### config.mk
export PLATFORM = sky130hd
export DESIGN_NAME = ssop_top
export DESIGN_NICKNAME = d
export VERILOG_FILES = /design/src/design/ssop_pkg.sv /design/src/design/ssop_top.sv /design/src/design/ssop_sclk_gen.sv /design/src/design/ssop_regs.sv
export SDC_FILE = /design/constraint.sdc
export NUM_CORES = 1
export LEC_CHECK = 0
export BUFFER_PORTS_ARGS = -buffer_cell sky130_fd_sc_hd__buf_2
export CAP_MARGIN = 20
export CORE_UTILIZATION = 50
export DETAILED_ROUTE_END_ITERATION = 16
export PLACE_DENSITY = 0.76
export SYNTH_ARGS = -nofsm -noshare
export SYNTH_HDL_FRONTEND = slang
export SYNTH_SLANG_ARGS = --single-unit
export TNS_END_PERCENT = 1
### constraint.sdc
create_clock -name REF_CLK -period 6.11 [get_ports REF_CLK]
set_input_delay 0.9165 -clock REF_CLK [delete_from_list [all_inputs] [get_ports REF_CLK]]
set_output_delay 0.9165 -clock REF_CLK [all_outputs]
set_load 0.03 [all_outputs]
### src/design/ssop_pkg.sv
// Purpose: constants and types for the serial output port
// Assumes: 25 MHz REF_CLK, 32-bit Avalon-MM register bus
// Notes: register byte address is four times the register index
package ssop_pkg;
    // clock and serial clock rates
    localparam int         CLK_HZ      = 25_000_000;
    localparam int         SLOW_HZ     = 5_000_000;
    localparam int         FAST_HZ     = 10_000_000;
    localparam logic [2:0] SLOW_PERIOD = 3'((CLK_HZ + SLOW_HZ - 1) / SLOW_HZ);
    localparam logic [2:0] FAST_PERIOD = 3'((CLK_HZ + FAST_HZ - 1) / FAST_HZ);

    // register indices and reset values
    localparam logic [15:0] CTRL_IDX   = 16'h2070;
    localparam logic [15:0] BEG_IDX    = 16'h2071;
    localparam logic [15:0] END_IDX    = 16'h2072;
    localparam logic [15:0] STATUS_IDX = 16'h2073;
    localparam logic [7:0]  CTRL_RST   = 8'h00;
    localparam logic [7:0]  BEG_RST    = 8'h00;
    localparam logic [7:0]  END_RST    = 8'h00;

    // status bit positions
    localparam int STAT_BUSY   = 0;
    localparam int STAT_SERIAL = 1;
    localparam int STAT_PEND   = 2;

    // frame spacing codes and word length
    localparam logic [1:0] SPACE_BLOCK = 2'h0;
    localparam logic [1:0] SPACE_8     = 2'h1;
    localparam logic [1:0] SPACE_16    = 2'h2;
    localparam logic [4:0] LAST_BIT    = 5'h1F;

    // control byte, bit 7 down to bit 0
    typedef struct packed {
        logic       port_enable;
        logic       fast_clock_select;
        logic       clock_gate_enable;
        logic [1:0] frame_pulse_spacing;
        logic       frame_pulse_polarity;
        logic       ready_pin_enable;
        logic       ready_pin_polarity;
    } ssop_cfg_t;

    // one Avalon-MM request
    typedef struct packed {
        logic        read;
        logic        write;
        logic [15:0] addr;
        logic [31:0] wdata;
        logic [3:0]  be;
    } ssop_avreq_t;

    typedef enum logic [1:0] {ST_IDLE, ST_PRIME, ST_RUN} ssop_state_t;

    // byte address matches a register index
    function automatic logic reg_hit(input logic [15:0] addr, input logic [15:0] idx);
        return addr == {idx[13:0], 2'b00};
    endfunction
endpackage

### src/design/ssop_top.sv
// Purpose: synchronous serial output port on borrowed segment pins
// Assumes: memory read data valid the cycle after MEM_RD
// Notes: PASS_START, DISPLAY_ENABLE and segment drive share REF_CLK
`timescale 1ns/1ps
module ssop_top (
    input  wire logic        REF_CLK,
    input  wire logic        SRST,
    input  wire logic [15:0] AVS_ADDRESS,
    input  wire logic        AVS_READ,
    input  wire logic        AVS_WRITE,
    input  wire logic [31:0] AVS_WRITEDATA,
    input  wire logic [3:0]  AVS_BYTEENABLE,
    output logic [31:0]      AVS_READDATA,
    output logic             AVS_WAITREQUEST,
    input  wire logic        PASS_START,
    input  wire logic        DISPLAY_ENABLE,
    input  wire logic [3:0]  LCD_SEG_DRIVE,
    output logic [7:0]       MEM_ADDR,
    output logic             MEM_RD,
    input  wire logic [31:0] MEM_RDATA,
    output logic             SEG_PIN_A,
    output logic             SEG_PIN_B,
    output logic             SEG_PIN_C,
    output logic             SEG_PIN_D
);
    import ssop_pkg::*;
    ssop_avreq_t req;
    ssop_cfg_t   cfg;
    ssop_state_t state_reg;
    logic [7:0]  blk_beg;
    logic [7:0]  blk_end;
    logic [7:0]  status;
    logic        sclk_level;
    logic        fall_tick;
    logic        pend_reg;
    logic        active_reg;
    logic        frame_reg;
    logic        have_next_reg;
    logic        rd_dly_reg;
    logic [31:0] shift_reg;
    logic [31:0] next_word_reg;
    logic [4:0]  bit_idx_reg;
    logic [7:0]  mem_addr_reg;
    logic        mem_rd_reg;
    logic [3:0]  seg_reg;
    logic        serial_sel;
    logic        ready_sel;
    logic        start_ok;
    logic        need_load;
    logic        load;
    logic        finish;
    logic        shift_ev;
    logic        more_words;
    logic        frame_next;
    logic        sclk_pin;
    logic        data_pin;
    logic        frame_pin;
    logic        ready_pin;

    // bus request bundle
    assign req = {AVS_READ, AVS_WRITE, AVS_ADDRESS, AVS_WRITEDATA, AVS_BYTEENABLE};

    ssop_regs u_regs (
        .clk         (REF_CLK),
        .srst        (SRST),
        .req         (req),
        .status      (status),
        .waitrequest (AVS_WAITREQUEST),
        .readdata    (AVS_READDATA),
        .cfg         (cfg),
        .blk_beg     (blk_beg),
        .blk_end     (blk_end)
    );

    ssop_sclk_gen u_sclk (
        .clk       (REF_CLK),
        .srst      (SRST),
        .fast      (cfg.fast_clock_select),
        .level     (sclk_level),
        .fall_tick (fall_tick)
    );

    // status byte
    always_comb begin
        status              = 8'h00;
        status[STAT_BUSY]   = state_reg != ST_IDLE;
        status[STAT_SERIAL] = serial_sel;
        status[STAT_PEND]   = pend_reg;
    end

    // pin ownership and sequencing terms
    assign serial_sel = cfg.port_enable & ~DISPLAY_ENABLE;
    assign ready_sel  = serial_sel & cfg.ready_pin_enable;
    assign start_ok   = pend_reg & serial_sel & (blk_end > blk_beg);
    assign need_load  = fall_tick & (~active_reg | (bit_idx_reg == 5'h0));
    assign more_words = mem_addr_reg != blk_end;
    assign finish     = (state_reg == ST_RUN) & (~serial_sel | (need_load & ~have_next_reg));
    assign load       = (state_reg == ST_RUN) & serial_sel & need_load & have_next_reg;
    assign shift_ev   = (state_reg == ST_RUN) & serial_sel & fall_tick & active_reg & (bit_idx_reg != 5'h0);

    // pass request latch, a new request beats the clear
    always_ff @(posedge REF_CLK) begin
        if (SRST)
            pend_reg <= 1'b0;
        else if (PASS_START)
            pend_reg <= 1'b1;
        else if (state_reg == ST_IDLE && (start_ok || !serial_sel))
            pend_reg <= 1'b0;
    end

    // block sequencer
    always_ff @(posedge REF_CLK) begin
        if (SRST) begin
            state_reg <= ST_IDLE;
        end else begin
            case (state_reg)
                ST_IDLE: begin
                    if (start_ok)
                        state_reg <= ST_PRIME;
                end
                ST_PRIME: begin
                    if (!serial_sel)
                        state_reg <= ST_IDLE;
                    else if (have_next_reg)
                        state_reg <= ST_RUN;
                end
                ST_RUN: begin
                    if (finish)
                        state_reg <= ST_IDLE;
                end
                default: begin
                    state_reg <= ST_IDLE;
                end
            endcase
        end
    end

    // memory fetch, one word ahead of the shifter
    always_ff @(posedge REF_CLK) begin
        if (SRST) begin
            mem_addr_reg <= 8'h00;
            mem_rd_reg   <= 1'b0;
        end else begin
            mem_rd_reg <= 1'b0;
            if (state_reg == ST_IDLE && start_ok) begin
                mem_addr_reg <= blk_beg;
                mem_rd_reg   <= 1'b1;
            end else if (load && more_words) begin
                mem_addr_reg <= mem_addr_reg + 8'h01;
                mem_rd_reg   <= 1'b1;
            end
        end
    end

    // fetched word holding register
    always_ff @(posedge REF_CLK) begin
        if (SRST) begin
            rd_dly_reg    <= 1'b0;
            have_next_reg <= 1'b0;
            next_word_reg <= 32'h0;
        end else begin
            rd_dly_reg <= mem_rd_reg;
            if (rd_dly_reg && state_reg != ST_IDLE) begin
                next_word_reg <= MEM_RDATA;
                have_next_reg <= 1'b1;
            end else if (load || finish || state_reg == ST_IDLE) begin
                have_next_reg <= 1'b0;
            end
        end
    end

    // shifter, msb first, moves on the falling tick
    always_ff @(posedge REF_CLK) begin
        if (SRST) begin
            shift_reg   <= 32'h0;
            bit_idx_reg <= 5'h0;
            active_reg  <= 1'b0;
        end else if (finish) begin
            bit_idx_reg <= 5'h0;
            active_reg  <= 1'b0;
        end else if (load) begin
            shift_reg   <= next_word_reg;
            bit_idx_reg <= LAST_BIT;
            active_reg  <= 1'b1;
        end else if (shift_ev) begin
            shift_reg   <= {shift_reg[30:0], 1'b0};
            bit_idx_reg <= bit_idx_reg - 5'h1;
        end
    end

    // frame boundary inside a word
    always_comb begin
        case (cfg.frame_pulse_spacing)
            SPACE_8:  frame_next = bit_idx_reg[2:0] == 3'h0;
            SPACE_16: frame_next = bit_idx_reg[3:0] == 4'h0;
            default:  frame_next = 1'b0;
        endcase
    end

    // frame pulse lasts one serial clock period
    always_ff @(posedge REF_CLK) begin
        if (SRST)
            frame_reg <= 1'b0;
        else if (finish)
            frame_reg <= 1'b0;
        else if (load)
            frame_reg <= ~active_reg | (cfg.frame_pulse_spacing != SPACE_BLOCK);
        else if (shift_ev)
            frame_reg <= frame_next;
    end

    // serial function levels
    assign sclk_pin  = sclk_level & (~cfg.clock_gate_enable | active_reg);
    assign data_pin  = active_reg & shift_reg[31];
    assign frame_pin = frame_reg ^ cfg.frame_pulse_polarity;
    assign ready_pin = active_reg ^ cfg.ready_pin_polarity;

    // pin mux, registered
    always_ff @(posedge REF_CLK) begin
        if (SRST) begin
            seg_reg <= 4'h0;
        end else begin
            seg_reg[0] <= serial_sel ? sclk_pin : LCD_SEG_DRIVE[0];
            seg_reg[1] <= serial_sel ? data_pin : LCD_SEG_DRIVE[1];
            seg_reg[2] <= serial_sel ? frame_pin : LCD_SEG_DRIVE[2];
            seg_reg[3] <= ready_sel ? ready_pin : LCD_SEG_DRIVE[3];
        end
    end

    assign SEG_PIN_A = seg_reg[0];
    assign SEG_PIN_B = seg_reg[1];
    assign SEG_PIN_C = seg_reg[2];
    assign SEG_PIN_D = seg_reg[3];
    assign MEM_ADDR  = mem_addr_reg;
    assign MEM_RD    = mem_rd_reg;
endmodule // ssop_top

### src/design/ssop_sclk_gen.sv
// Purpose: serial clock divider with a falling-edge tick
// Assumes: periods rounded up, so the clock never runs fast
// Notes: high phase is the shorter half
`timescale 1ns/1ps
module ssop_sclk_gen (
    input  wire logic clk,
    input  wire logic srst,
    input  wire logic fast,
    output logic      level,
    output logic      fall_tick
);
    import ssop_pkg::*;
    logic [2:0] cnt_reg;
    logic [2:0] cnt_next;
    logic [2:0] period;
    logic [2:0] high;

    // period select and wrap
    always_comb begin
        period   = fast ? FAST_PERIOD : SLOW_PERIOD;
        high     = period >> 1;
        cnt_next = (cnt_reg >= period - 3'h1) ? 3'h0 : cnt_reg + 3'h1;
    end

    // counter, level and tick on the first low cycle
    always_ff @(posedge clk) begin
        if (srst) begin
            cnt_reg   <= 3'h0;
            level     <= 1'b1; // count zero is a high cycle, no short first period
            fall_tick <= 1'b0;
        end else begin
            cnt_reg   <= cnt_next;
            level     <= cnt_next < high;
            fall_tick <= cnt_next == high;
        end
    end
endmodule // ssop_sclk_gen

### src/design/ssop_regs.sv
// Purpose: Avalon-MM slave holding the port registers
// Assumes: every access answers one cycle after it is seen
// Notes: unmapped reads return zero, unmapped writes are dropped
`timescale 1ns/1ps
module ssop_regs (
    input  wire logic                  clk,
    input  wire logic                  srst,
    input  wire ssop_pkg::ssop_avreq_t req,
    input  wire logic [7:0]            status,
    output logic                       waitrequest,
    output logic [31:0]                readdata,
    output ssop_pkg::ssop_cfg_t        cfg,
    output logic [7:0]                 blk_beg,
    output logic [7:0]                 blk_end
);
    import ssop_pkg::*;
    logic       live;
    logic       wr_ok;
    logic [7:0] rsel;

    assign live  = req.read | req.write;
    assign wr_ok = live & ~waitrequest & req.write & req.be[0];

    // read mux
    always_comb begin
        rsel = 8'h00;
        if (reg_hit(req.addr, CTRL_IDX))
            rsel = cfg;
        else if (reg_hit(req.addr, BEG_IDX))
            rsel = blk_beg;
        else if (reg_hit(req.addr, END_IDX))
            rsel = blk_end;
        else if (reg_hit(req.addr, STATUS_IDX))
            rsel = status;
    end

    // wait drops for exactly one cycle per request
    always_ff @(posedge clk) begin
        if (srst)
            waitrequest <= 1'b1;
        else
            waitrequest <= ~(live & waitrequest);
    end

    // read data captured with the wait drop
    always_ff @(posedge clk) begin
        if (srst)
            readdata <= 32'h0;
        else if (live & waitrequest)
            readdata <= {24'h0, rsel};
    end

    // writes land at the edge that sees wait low
    always_ff @(posedge clk) begin
        if (srst) begin
            cfg     <= CTRL_RST;
            blk_beg <= BEG_RST;
            blk_end <= END_RST;
        end else if (wr_ok) begin
            if (reg_hit(req.addr, CTRL_IDX))
                cfg <= req.wdata[7:0];
            if (reg_hit(req.addr, BEG_IDX))
                blk_beg <= req.wdata[7:0];
            if (reg_hit(req.addr, END_IDX))
                blk_end <= req.wdata[7:0];
        end
    end
endmodule // ssop_regs

Word-level counts from Yosys, hierarchy flattened
Index checks and enable logic that the tools add are counted.
- word-level logic and storage cells: 135
- bits of input ports: 94
- flip-flop bits (word level): 127
- order comparisons: 3
- muxes and demuxes: 30
- add/sub/neg operators: 4
- eq/ne operators: 13
- reductions and logical operators: 25
- bitwise gates (word level): 34
- operators by type and width (cell ; count):
    16-bit == test (second input constant) ; 4
    32-bit 2-to-1 mux ; 2
    8-bit 2-to-1 mux ; 5
    1-bit bitwise AND ; 19
    1-bit 2-to-1 mux ; 12
    2-bit nonzero test ; 6
    5-bit 2-to-1 mux ; 2
    3-bit 2-to-1 mux ; 3
    8-bit by 1-bit adder with 8-bit output (second input constant) ; 1
    8-bit > comparator ; 1
    2-bit 2-to-1 mux ; 4
    8-bit inequality test ; 1
    1-bit inverter ; 8
    2-bit AND reduction ; 4
    2-bit case mux with 3 select lines ; 1
    5-bit zero test ; 1
    1-bit bitwise OR ; 5
    5-bit nonzero test ; 1
    5-bit by 1-bit subtractor with 5-bit output (second input constant) ; 1
    2-bit by 1-bit == test with 1-bit output (second input constant) ; 2
    2-bit == test (second input constant) ; 2
    1-bit logical AND ; 4
    4-bit zero test ; 1
    2-bit inequality test (second input constant) ; 2
    14 further kinds ; 17

Logic depth before layout (Yosys ltp)
Gate-level depths: netlist of run 1.
- depth after elaboration: 10
- mapped depth: 10
- gate-level depth less buffers: 10

By module
A second synthesis of run 1 with hierarchy kept.
- cell total of the unflattened synthesis: 733
- area, all modules: 6163.4 um^2
- modules (own cells, without submodules) (module ; area each (um^2) ; cells each ; instances ; seq. area each (um^2)):
    ssop_top ; 4055.1 ; 515 ; 1 ; 1781.7
    ssop_regs ; 1833.0 ; 191 ; 1 ; 660.6
    ssop_sclk_gen ; 275.3 ; 27 ; 1 ; 100.1

Worst setup path after synthesis of run 1
Ideal clock, no wire load.
- path kind: input port to flip-flop
- start point: input port AVS_ADDRESS[11]
- end point: register u_regs.blk_beg[7]
- path buffers: 0
- arrival time: 2235 ps
- library setup time: 128 ps
- required time: 5982 ps
- cell stages on the path: 5
- slack: 3747 ps
- cells stage by stage: nor4_4 > nand4_2 > nor4_4 > mux2i_1 > nor2_1
- word-level cells in the longest chain between the ends: 2
- ends and longest elaborated chain (what ; RTL line ; source):
    start: declaration ; ssop_top.sv:8 ; input wire logic [15:0] AVS_ADDRESS,
    16-bit == test ; ssop_pkg.sv:56 ; return addr == {idx[13:0], 2'b00};
    2-bit AND reduction (no line) ; n/a ;
    end signal: assignment ; ssop_regs.sv:63 ; blk_beg <= req.wdata[7:0];
    end: declaration ; ssop_regs.sv:13 ; output logic [7:0] blk_beg,
Every way passes these cells.
A chain may end at the register's enable or synchronous reset.

Final worst setup path of run 1
- start point: register bit_idx_reg[0]
- end point: register mem_addr_reg[2] (netlist: MEM_ADDR[2])
- word-level cells in the longest chain between the ends: 7
- ends and longest elaborated chain (what ; RTL line ; source):
    start: declaration ; ssop_top.sv:42 ; logic [4:0] bit_idx_reg;
    start signal: assignment ; ssop_top.sv:187 ; bit_idx_reg <= bit_idx_reg - 5'h1;
    5-bit zero test ; ssop_top.sv:95 ; assign need_load = fall_tick & (~active_reg | (bit_idx_reg == 5'h0));
    1-bit bitwise OR ; ssop_top.sv:95 ;
    1-bit bitwise AND ; ssop_top.sv:95 ;
    1-bit bitwise AND (2 in series) ; ssop_top.sv:98 ; assign load = (state_reg == ST_RUN) & serial_sel & need_load & have_next_reg;
    1-bit logical AND ; ssop_top.sv:148 ; end else if (load && more_words) begin
    2-bit nonzero test (no line) ; n/a ;
    end signal: assignment ; ssop_top.sv:146 ; mem_addr_reg <= blk_beg;
    end signal: assignment ; ssop_top.sv:149 ; mem_addr_reg <= mem_addr_reg + 8'h01;
    end: declaration ; ssop_top.sv:43 ; logic [7:0] mem_addr_reg;
Every way passes these cells.

==> qor.csv, run 1 <==
metric,value,unit
path_depth,8,
synth.cell_area,0.00619,mm^2
ff2ff_setup_slack,3.40,ns
timing.final.crit_share,44.4,%
grt_overflow,0,
p_per_area,266,mW/mm^2
die-area,0.0128,mm^2
min_from,next_word_reg[12],
dp_cells,903,
seqPwrFrac,44.1,%
worstSetupEndpointType,flop,
fillCellCount,1053,
tightest_slew,0.850,ns
postCtsSetupBuffers,0,
slowest_stage,buf_4,
slew_headroom,43.3,%
p_sw,0.417,mW
n_antenna_cell,0,
grt_start_max_net_pins,67,
syn_avg_cell_area,9.09,um^2
cts_tree,done,
ioPinCount,140,
cts_buffers,17,
cts_resized,0,
maxSlewViolCount,0,
crit_arrival,3.04,ns
grt_pass1_vias,4942,
crit_path_start_kind,flop,
worstPathRequired,6.43,ns
synth_ff_type,dfxtp_1,
drive_above_1_share,21.5,%
insertion_delay,0.42,ns
hp-class,flop to flop,
wl_per_cell,14.7,um
cp_top_family,compound AO/OA/AOI/OAI gates,
synth-async-reset-ratio,0,%
leakagePower,2.58,nW
synthCells,681,
drc,0,
htreeDepth,4,
critPathMaxStageDelay,0.50,ns
place.port_buffers,88,
fmaxAchievable,369,MHz
cts-root-buf,clkbuf_16,
period_minus_slack,2.71,ns
internal_power,1.49,mW
grt_pass1_wl,22800,um
r2r-start,bit_idx_reg[0],
critPathMaxFanout,30,
initial_utilization,51.3,%
path_class,flop to flop,
vias,5031,
viasPerCell,5.38,
initialDrtViolationCount,330,
synth_edf_count,0,
maxCapViolCount,0,
min_to,next_word_reg[12],
worstPathCellList,inv_1 > ha_1 > nor4b_4 > o211a_2 > buf_4 > o21ai_2 > or3_1 > a311oi_1,
rsz0062_at_grt,false,
fin_skew,0.0134,ns
clkSinkCount,127,
dieHeight,113,um
p_sw_share,21.9,%
routed_wirelength,13800,um
ant_nets,0,
clockBufferDepth,2,
area_growth,15.7,%
finalNonFillerCells,935,
hold_viol,0,
ys_types,53,
core,0.0121,mm^2
r2r_cells,8,
power_frac_comb,5.1,%
status,"finished, final reports clean",
gp_congestion,0.833,
synth-seq-cells,127,
setup_violations,0,
dp_hpwl,9380,um
worst_ir_drop_vdd,0.294,mV
fin_nets,867,
ctsHoldBuffers,0,
fin_setup_tns,0,ns
ys_seq_area_share,41.1,%
clk_pin_slew,0.05,ns
worstReg2RegEnd,MEM_ADDR[2],
dieWidth,113,um
rows,40,
antenna_found_initial,0,
yosysWarnings,0,
grt_usage,22.8,%
clock_power_share,50.9,%
dr.pass1.iters,7,
worstHoldPathCells,2,
crit_buf_inv,2,
per-stage QoR:
step           util (%)  power (mW)  setup slack, ns  hold WS (ns)  cell area, um^2
6_report           59.4        1.91             3.40         0.454             7160
5_1_grt            59.4        1.97             3.20         0.476             7160
4_1_cts            59.4        1.92             3.38         0.457             7160
3_5_place_dp       54.7       0.953             3.07         0.449             6600
3_3_place_gp       54.7       0.949             3.14         0.443             6600
2_1_floorplan         -       0.929             3.75         0.433             6270
how the worst max path moves through the flow:
stage,from,slack [ns],endpoint
after floorplan,AVS_ADDRESS[11],3.75,u_regs.blk_beg[7]
after global placement,DISPLAY_ENABLE,3.14,MEM_ADDR[2]
after detailed placement,DISPLAY_ENABLE,3.07,MEM_ADDR[2]
after CTS,bit_idx_reg[0],3.38,MEM_ADDR[2]
after global routing,bit_idx_reg[0],3.20,MEM_ADDR[2]
final,bit_idx_reg[0],3.40,MEM_ADDR[2]
area by class of cell:
cell class / instances / area, um^2 / share of cell area [%]
clock buffers: 27 / 483 / 6.75
clock inverters: 5 / 78.8 / 1.10
inverters: 24 / 90.1 / 1.26
multi-input cells: 490 / 3270 / 45.6
flip-flops and latches: 127 / 2540 / 35.5
well taps: 168 / 210 / 2.94
repair buffers: 94 / 488 / 6.82
worst register-to-register path, stage by stage (launching register included):
cell and delay (ns):
dfxtp_1 0.33, inv_1 0.08, ha_1 0.19, nor4b_4 0.31
o211a_2 0.38, buf_4 0.50, o21ai_2 0.24, or3_1 0.35
a311oi_1 0.25
cells in the final DEF (no fill, tap or decap), types with 5 or more instances in the layout:
cell | synthesis | routed
a21oi_1 | 55 | 55
o21ai_0 | 15 | 15
o211ai_1 | 9 | 9
nor2_1 | 74 | 74
xnor2_1 | 12 | 12
conb_1 | 1 | 24
a31oi_1 | 6 | 6
clkbuf_16 | 0 | 17
mux2i_1 | 61 | 61
buf_4 | 25 | 7
and2_1 | 6 | 6
nand3_1 | 18 | 18
clkbuf_1 | 22 | 8
ha_1 | 19 | 19
nor3_1 | 5 | 5
nand4_1 | 5 | 5
nand2_1 | 91 | 91
inv_1 | 24 | 24
buf_2 | 7 | 87
nor2b_1 | 7 | 6
dfxtp_1 | 127 | 127
a211oi_2 | 30 | 30
cells by family (layout without fill, tap and decap cells):
group	Yosys count	count (layout)	share of synthesized area [%]
DFF	127	127	41.1
and+or+nand+nor	229	229	17.9
AOI/OAI and AO/OA	139	139	16.5
xor gates and xnor gates	15	15	2.12
other	1	24	0.0606
muxes	64	64	11.0
adders and majority gates	19	19	3.84
buffers and inverters	87	150	7.54
cells in the mapped netlist (3+ instances only):
cell type  count  area share (%)
ha_1          19             3.8
a211oi_2      30             6.1
buf_1          4            0.24
nor2_1        74             4.5
clkbuf_1      22             1.3
nor3_1         5            0.40
inv_1         24             1.5
and4_1         3            0.42
o211ai_1       9             1.1
nand3_1       18             1.5
a21oi_1       55             4.4
mux2i_1       61             9.9
and2_1         6            0.61
o21ai_0       15             1.2
a211oi_1       3            0.36
nand4_1        5            0.51
a31oi_1        6            0.61
buf_2          7            0.57
a311oi_1       3            0.42
buf_6          5            0.91
mux4_2         3             1.1
nand2_1       91             5.5
buf_4         25             3.0
xor2_1         3            0.42
dfxtp_1      127              41
nor4_4         3             1.0
o21a_1         3            0.36
a22oi_1        3            0.36
nor2b_1        7            0.71
xnor2_1       12             1.7
per-layer routing:
metal / vias to the layer above / global-route usage (%) / wire length (um)
li1: 2468 / - / -
met1: 2373 / 26.6 / 5970
met2: 168 / 39.3 / 6860
met3: 22 / 6.70 / 750
met4: 0 / 9.04 / 220
met5: - / 0 / 0
power groups by stage:
stage	Sequential, mW	Combinational [mW]	Clock (mW)
after global placement	0.856	0.0929	0
after global routing	0.840	0.105	1.03
after floorplan	0.860	0.0697	0
final	0.840	0.0963	0.969
after detailed placement	0.857	0.0957	0
after CTS	0.839	0.0959	0.987
Power figures use the tool's default switching activity.
==> run 2, diff against run 1 <==
- clock period: 6.11 -> 2.6 ns (I/O delays scaled with it)
==> run 2 against run 1 <==
- worst setup slack worse by 3.2 ns
- sequential power rose by 130%
- clock power grew to 2.8 times the previous value
- total power grew to 2.6 times the previous value
- highest routed layer unchanged
==> qor.csv, run 2 (synthesis results as in run 1) <==
metric,value,unit,change
place.port_buffers,88,,unchanged
cts_tree,done,,unchanged
rows,40,,unchanged
hold_viol,0,,unchanged
grt_overflow,0,,unchanged
dr.pass1.iters,5,,was 7
crit_path_start_kind,flop,,unchanged
worstSetupEndpointType,flop,,unchanged
worstHoldPathCells,3,,was 2
ctsHoldBuffers,0,,unchanged
fin_ws,0.170,ns,was 3.40 ns
final_common_cell,dfxtp_1,,unchanged
grt_start_max_net_pins,67,,unchanged
dieHeight,113,um,unchanged
critPathMaxFanout,66,,was 30
initialDrtViolationCount,268,,was 330
grt_usage,23.0,%,was 22.8%
worstPathRequired,2.94,ns,was 6.43 ns
rsz0062_at_grt,false,,unchanged
ff2ff_setup_slack,0.17,ns,was 3.40 ns
wl_per_cell,15.0,um,was 14.7 um
leakagePower,2.67,nW,was 2.58 nW
path_class,flop to flop,,unchanged
timing.final.crit_share,93.5,%,was 44.4%
area_growth,18.5,%,was 15.7%
ant_nets,0,,unchanged
dieWidth,113,um,unchanged
routed_wirelength,14100,um,was 13800 um
min_to,next_word_reg[14],,was next_word_reg[12]
cts_buffers,17,,unchanged
min_from,MEM_RDATA[14],,was next_word_reg[12]
r2r_cells,7,,was 8
cts-root-buf,clkbuf_16,,unchanged
fin_setup_tns,0,ns,unchanged
worst_ir_drop_vdd,0.396,mV,was 0.294 mV
worstPathCellList,inv_1 > ha_1 > nor4b_4 > and4b_1 > or2_4 > nor2_1 > a211oi_2,,was inv_1 > ha_1 > nor4b_4 > o211a_2 > buf_4 > o21ai_2 > or3_1 > a311oi_1
fin_nets,871,,was 867
ioPinCount,140,,unchanged
antenna_found_initial,0,,unchanged
period_minus_slack,2.43,ns,was 2.71 ns
grt_pass1_wl,23200,um,was 22800 um
status,"finished, final reports clean",,unchanged
cp_top_family,simple AND/OR/NAND/NOR gates,,was compound AO/OA/AOI/OAI gates
htreeDepth,4,,unchanged
final_cell_mix,"dfxtp_1, nand2_1, buf_2, nor2_1, mux2i_1",,unchanged
insertion_delay,0.42,ns,about the same
critPathMaxStageDelay,0.73,ns,was 0.50 ns
grt_pass1_vias,4847,,was 4942
crit_arrival,2.77,ns,was 3.04 ns
drc,0,,unchanged
drive_above_1_share,22.7,%,was 21.5%
worstReg2RegEnd,shift_reg[6],,was MEM_ADDR[2]
slew_headroom,43.9,%,was 43.3%
p_per_area,675,mW/mm^2,was 266 mW/mm^2
die-area,0.0128,mm^2,unchanged
n_antenna_cell,0,,unchanged
fmaxAchievable,411,MHz,was 369 MHz
viasPerCell,5.35,,was 5.38
initial_utilization,51.3,%,unchanged
hp-class,primary input to flop,,was flop to flop
clk_pin_slew,0.06,ns,was 0.05 ns
fin_skew,0.00955,ns,was 0.0134 ns
core,0.0121,mm^2,unchanged
dp_hpwl,9540,um,was 9380 um
postCtsSetupBuffers,0,,unchanged
maxSlewViolCount,0,,unchanged
tightest_slew,0.841,ns,was 0.850 ns
clockBufferDepth,2,,unchanged
gp_congestion,0.827,,was 0.833
fillCellCount,1015,,was 1053
vias,5027,,was 5031
holdWs,0.209,ns,was 0.454 ns
maxCapViolCount,0,,unchanged
cts_resized,0,,unchanged
setup_violations,0,,unchanged
crit_buf_inv,1,,was 2
clkSinkCount,127,,unchanged
slowest_stage,or2_4,,was buf_4
r2r-start,bit_idx_reg[0],,unchanged
dp_slack,0.223,ns,was 3.07 ns
## run 2: layout make-up
cell class              count  area [um^2]  area share (%)
inverters                  24         90.1            1.23
multi-input cells         490         3270            44.6
well taps                 168          210            2.87
clock buffers              23          488            6.66
flip-flops and latches    127         2540            34.7
repair buffers             98          531            7.24
clock inverters             9          203            2.76
## run 2: tightest hold or removal path: stages
cell and delay (ns):
buf_2 0.10, nand2_1 0.04, a21oi_1 0.05
## run 2: per-stage QoR
| stage | instance area [um^2] | power [mW] | std cells | utilization (%) |
|---|---|---|---|---|
| finish | 7330 | 4.95 | 939 | 60.8 |
| global route | 7330 | 5.10 | 939 | 60.8 |
| CTS | 7330 | 4.99 | 939 | 60.8 |
| detailed placement | 6640 | 2.24 | 907 | 55.1 |
| global placement | 6640 | 2.23 | 907 | 55.1 |
| floorplan | 6270 | 2.18 | 704 | - |
## run 2: metal layers
metal / vias up / share of wire (%) / GRT usage [%]
met2: 156 / 49 / 39.6
met5: - / 0 / 0
met4: 0 / 2.4 / 9.91
met1: 2375 / 44 / 26.9
met3: 27 / 4.6 / 6.11
li1: 2469 / - / -
## run 2: worst max path at each step
stage | cells past startpoint | to | slack [ns] | startpoint
6_report | 7 | shift_reg[6] | 0.17 | bit_idx_reg[0]
5_1_grt | 7 | shift_reg[6] | 0.02 | bit_idx_reg[0]
4_1_cts | 7 | shift_reg[6] | 0.15 | bit_idx_reg[0]
3_5_place_dp | 7 | shift_reg[26] | 0.22 | bit_idx_reg[0]
3_3_place_gp | 7 | frame_reg | 0.30 | bit_idx_reg[0]
2_1_floorplan | 10 | shift_reg[10] | 0.65 | bit_idx_reg[0]
## run 2: where the power goes
part / internal [mW] / switching, mW
Clock: 1.90 / 0.842
Combinational: 0.0746 / 0.156
Sequential: 1.96 / 0.00935
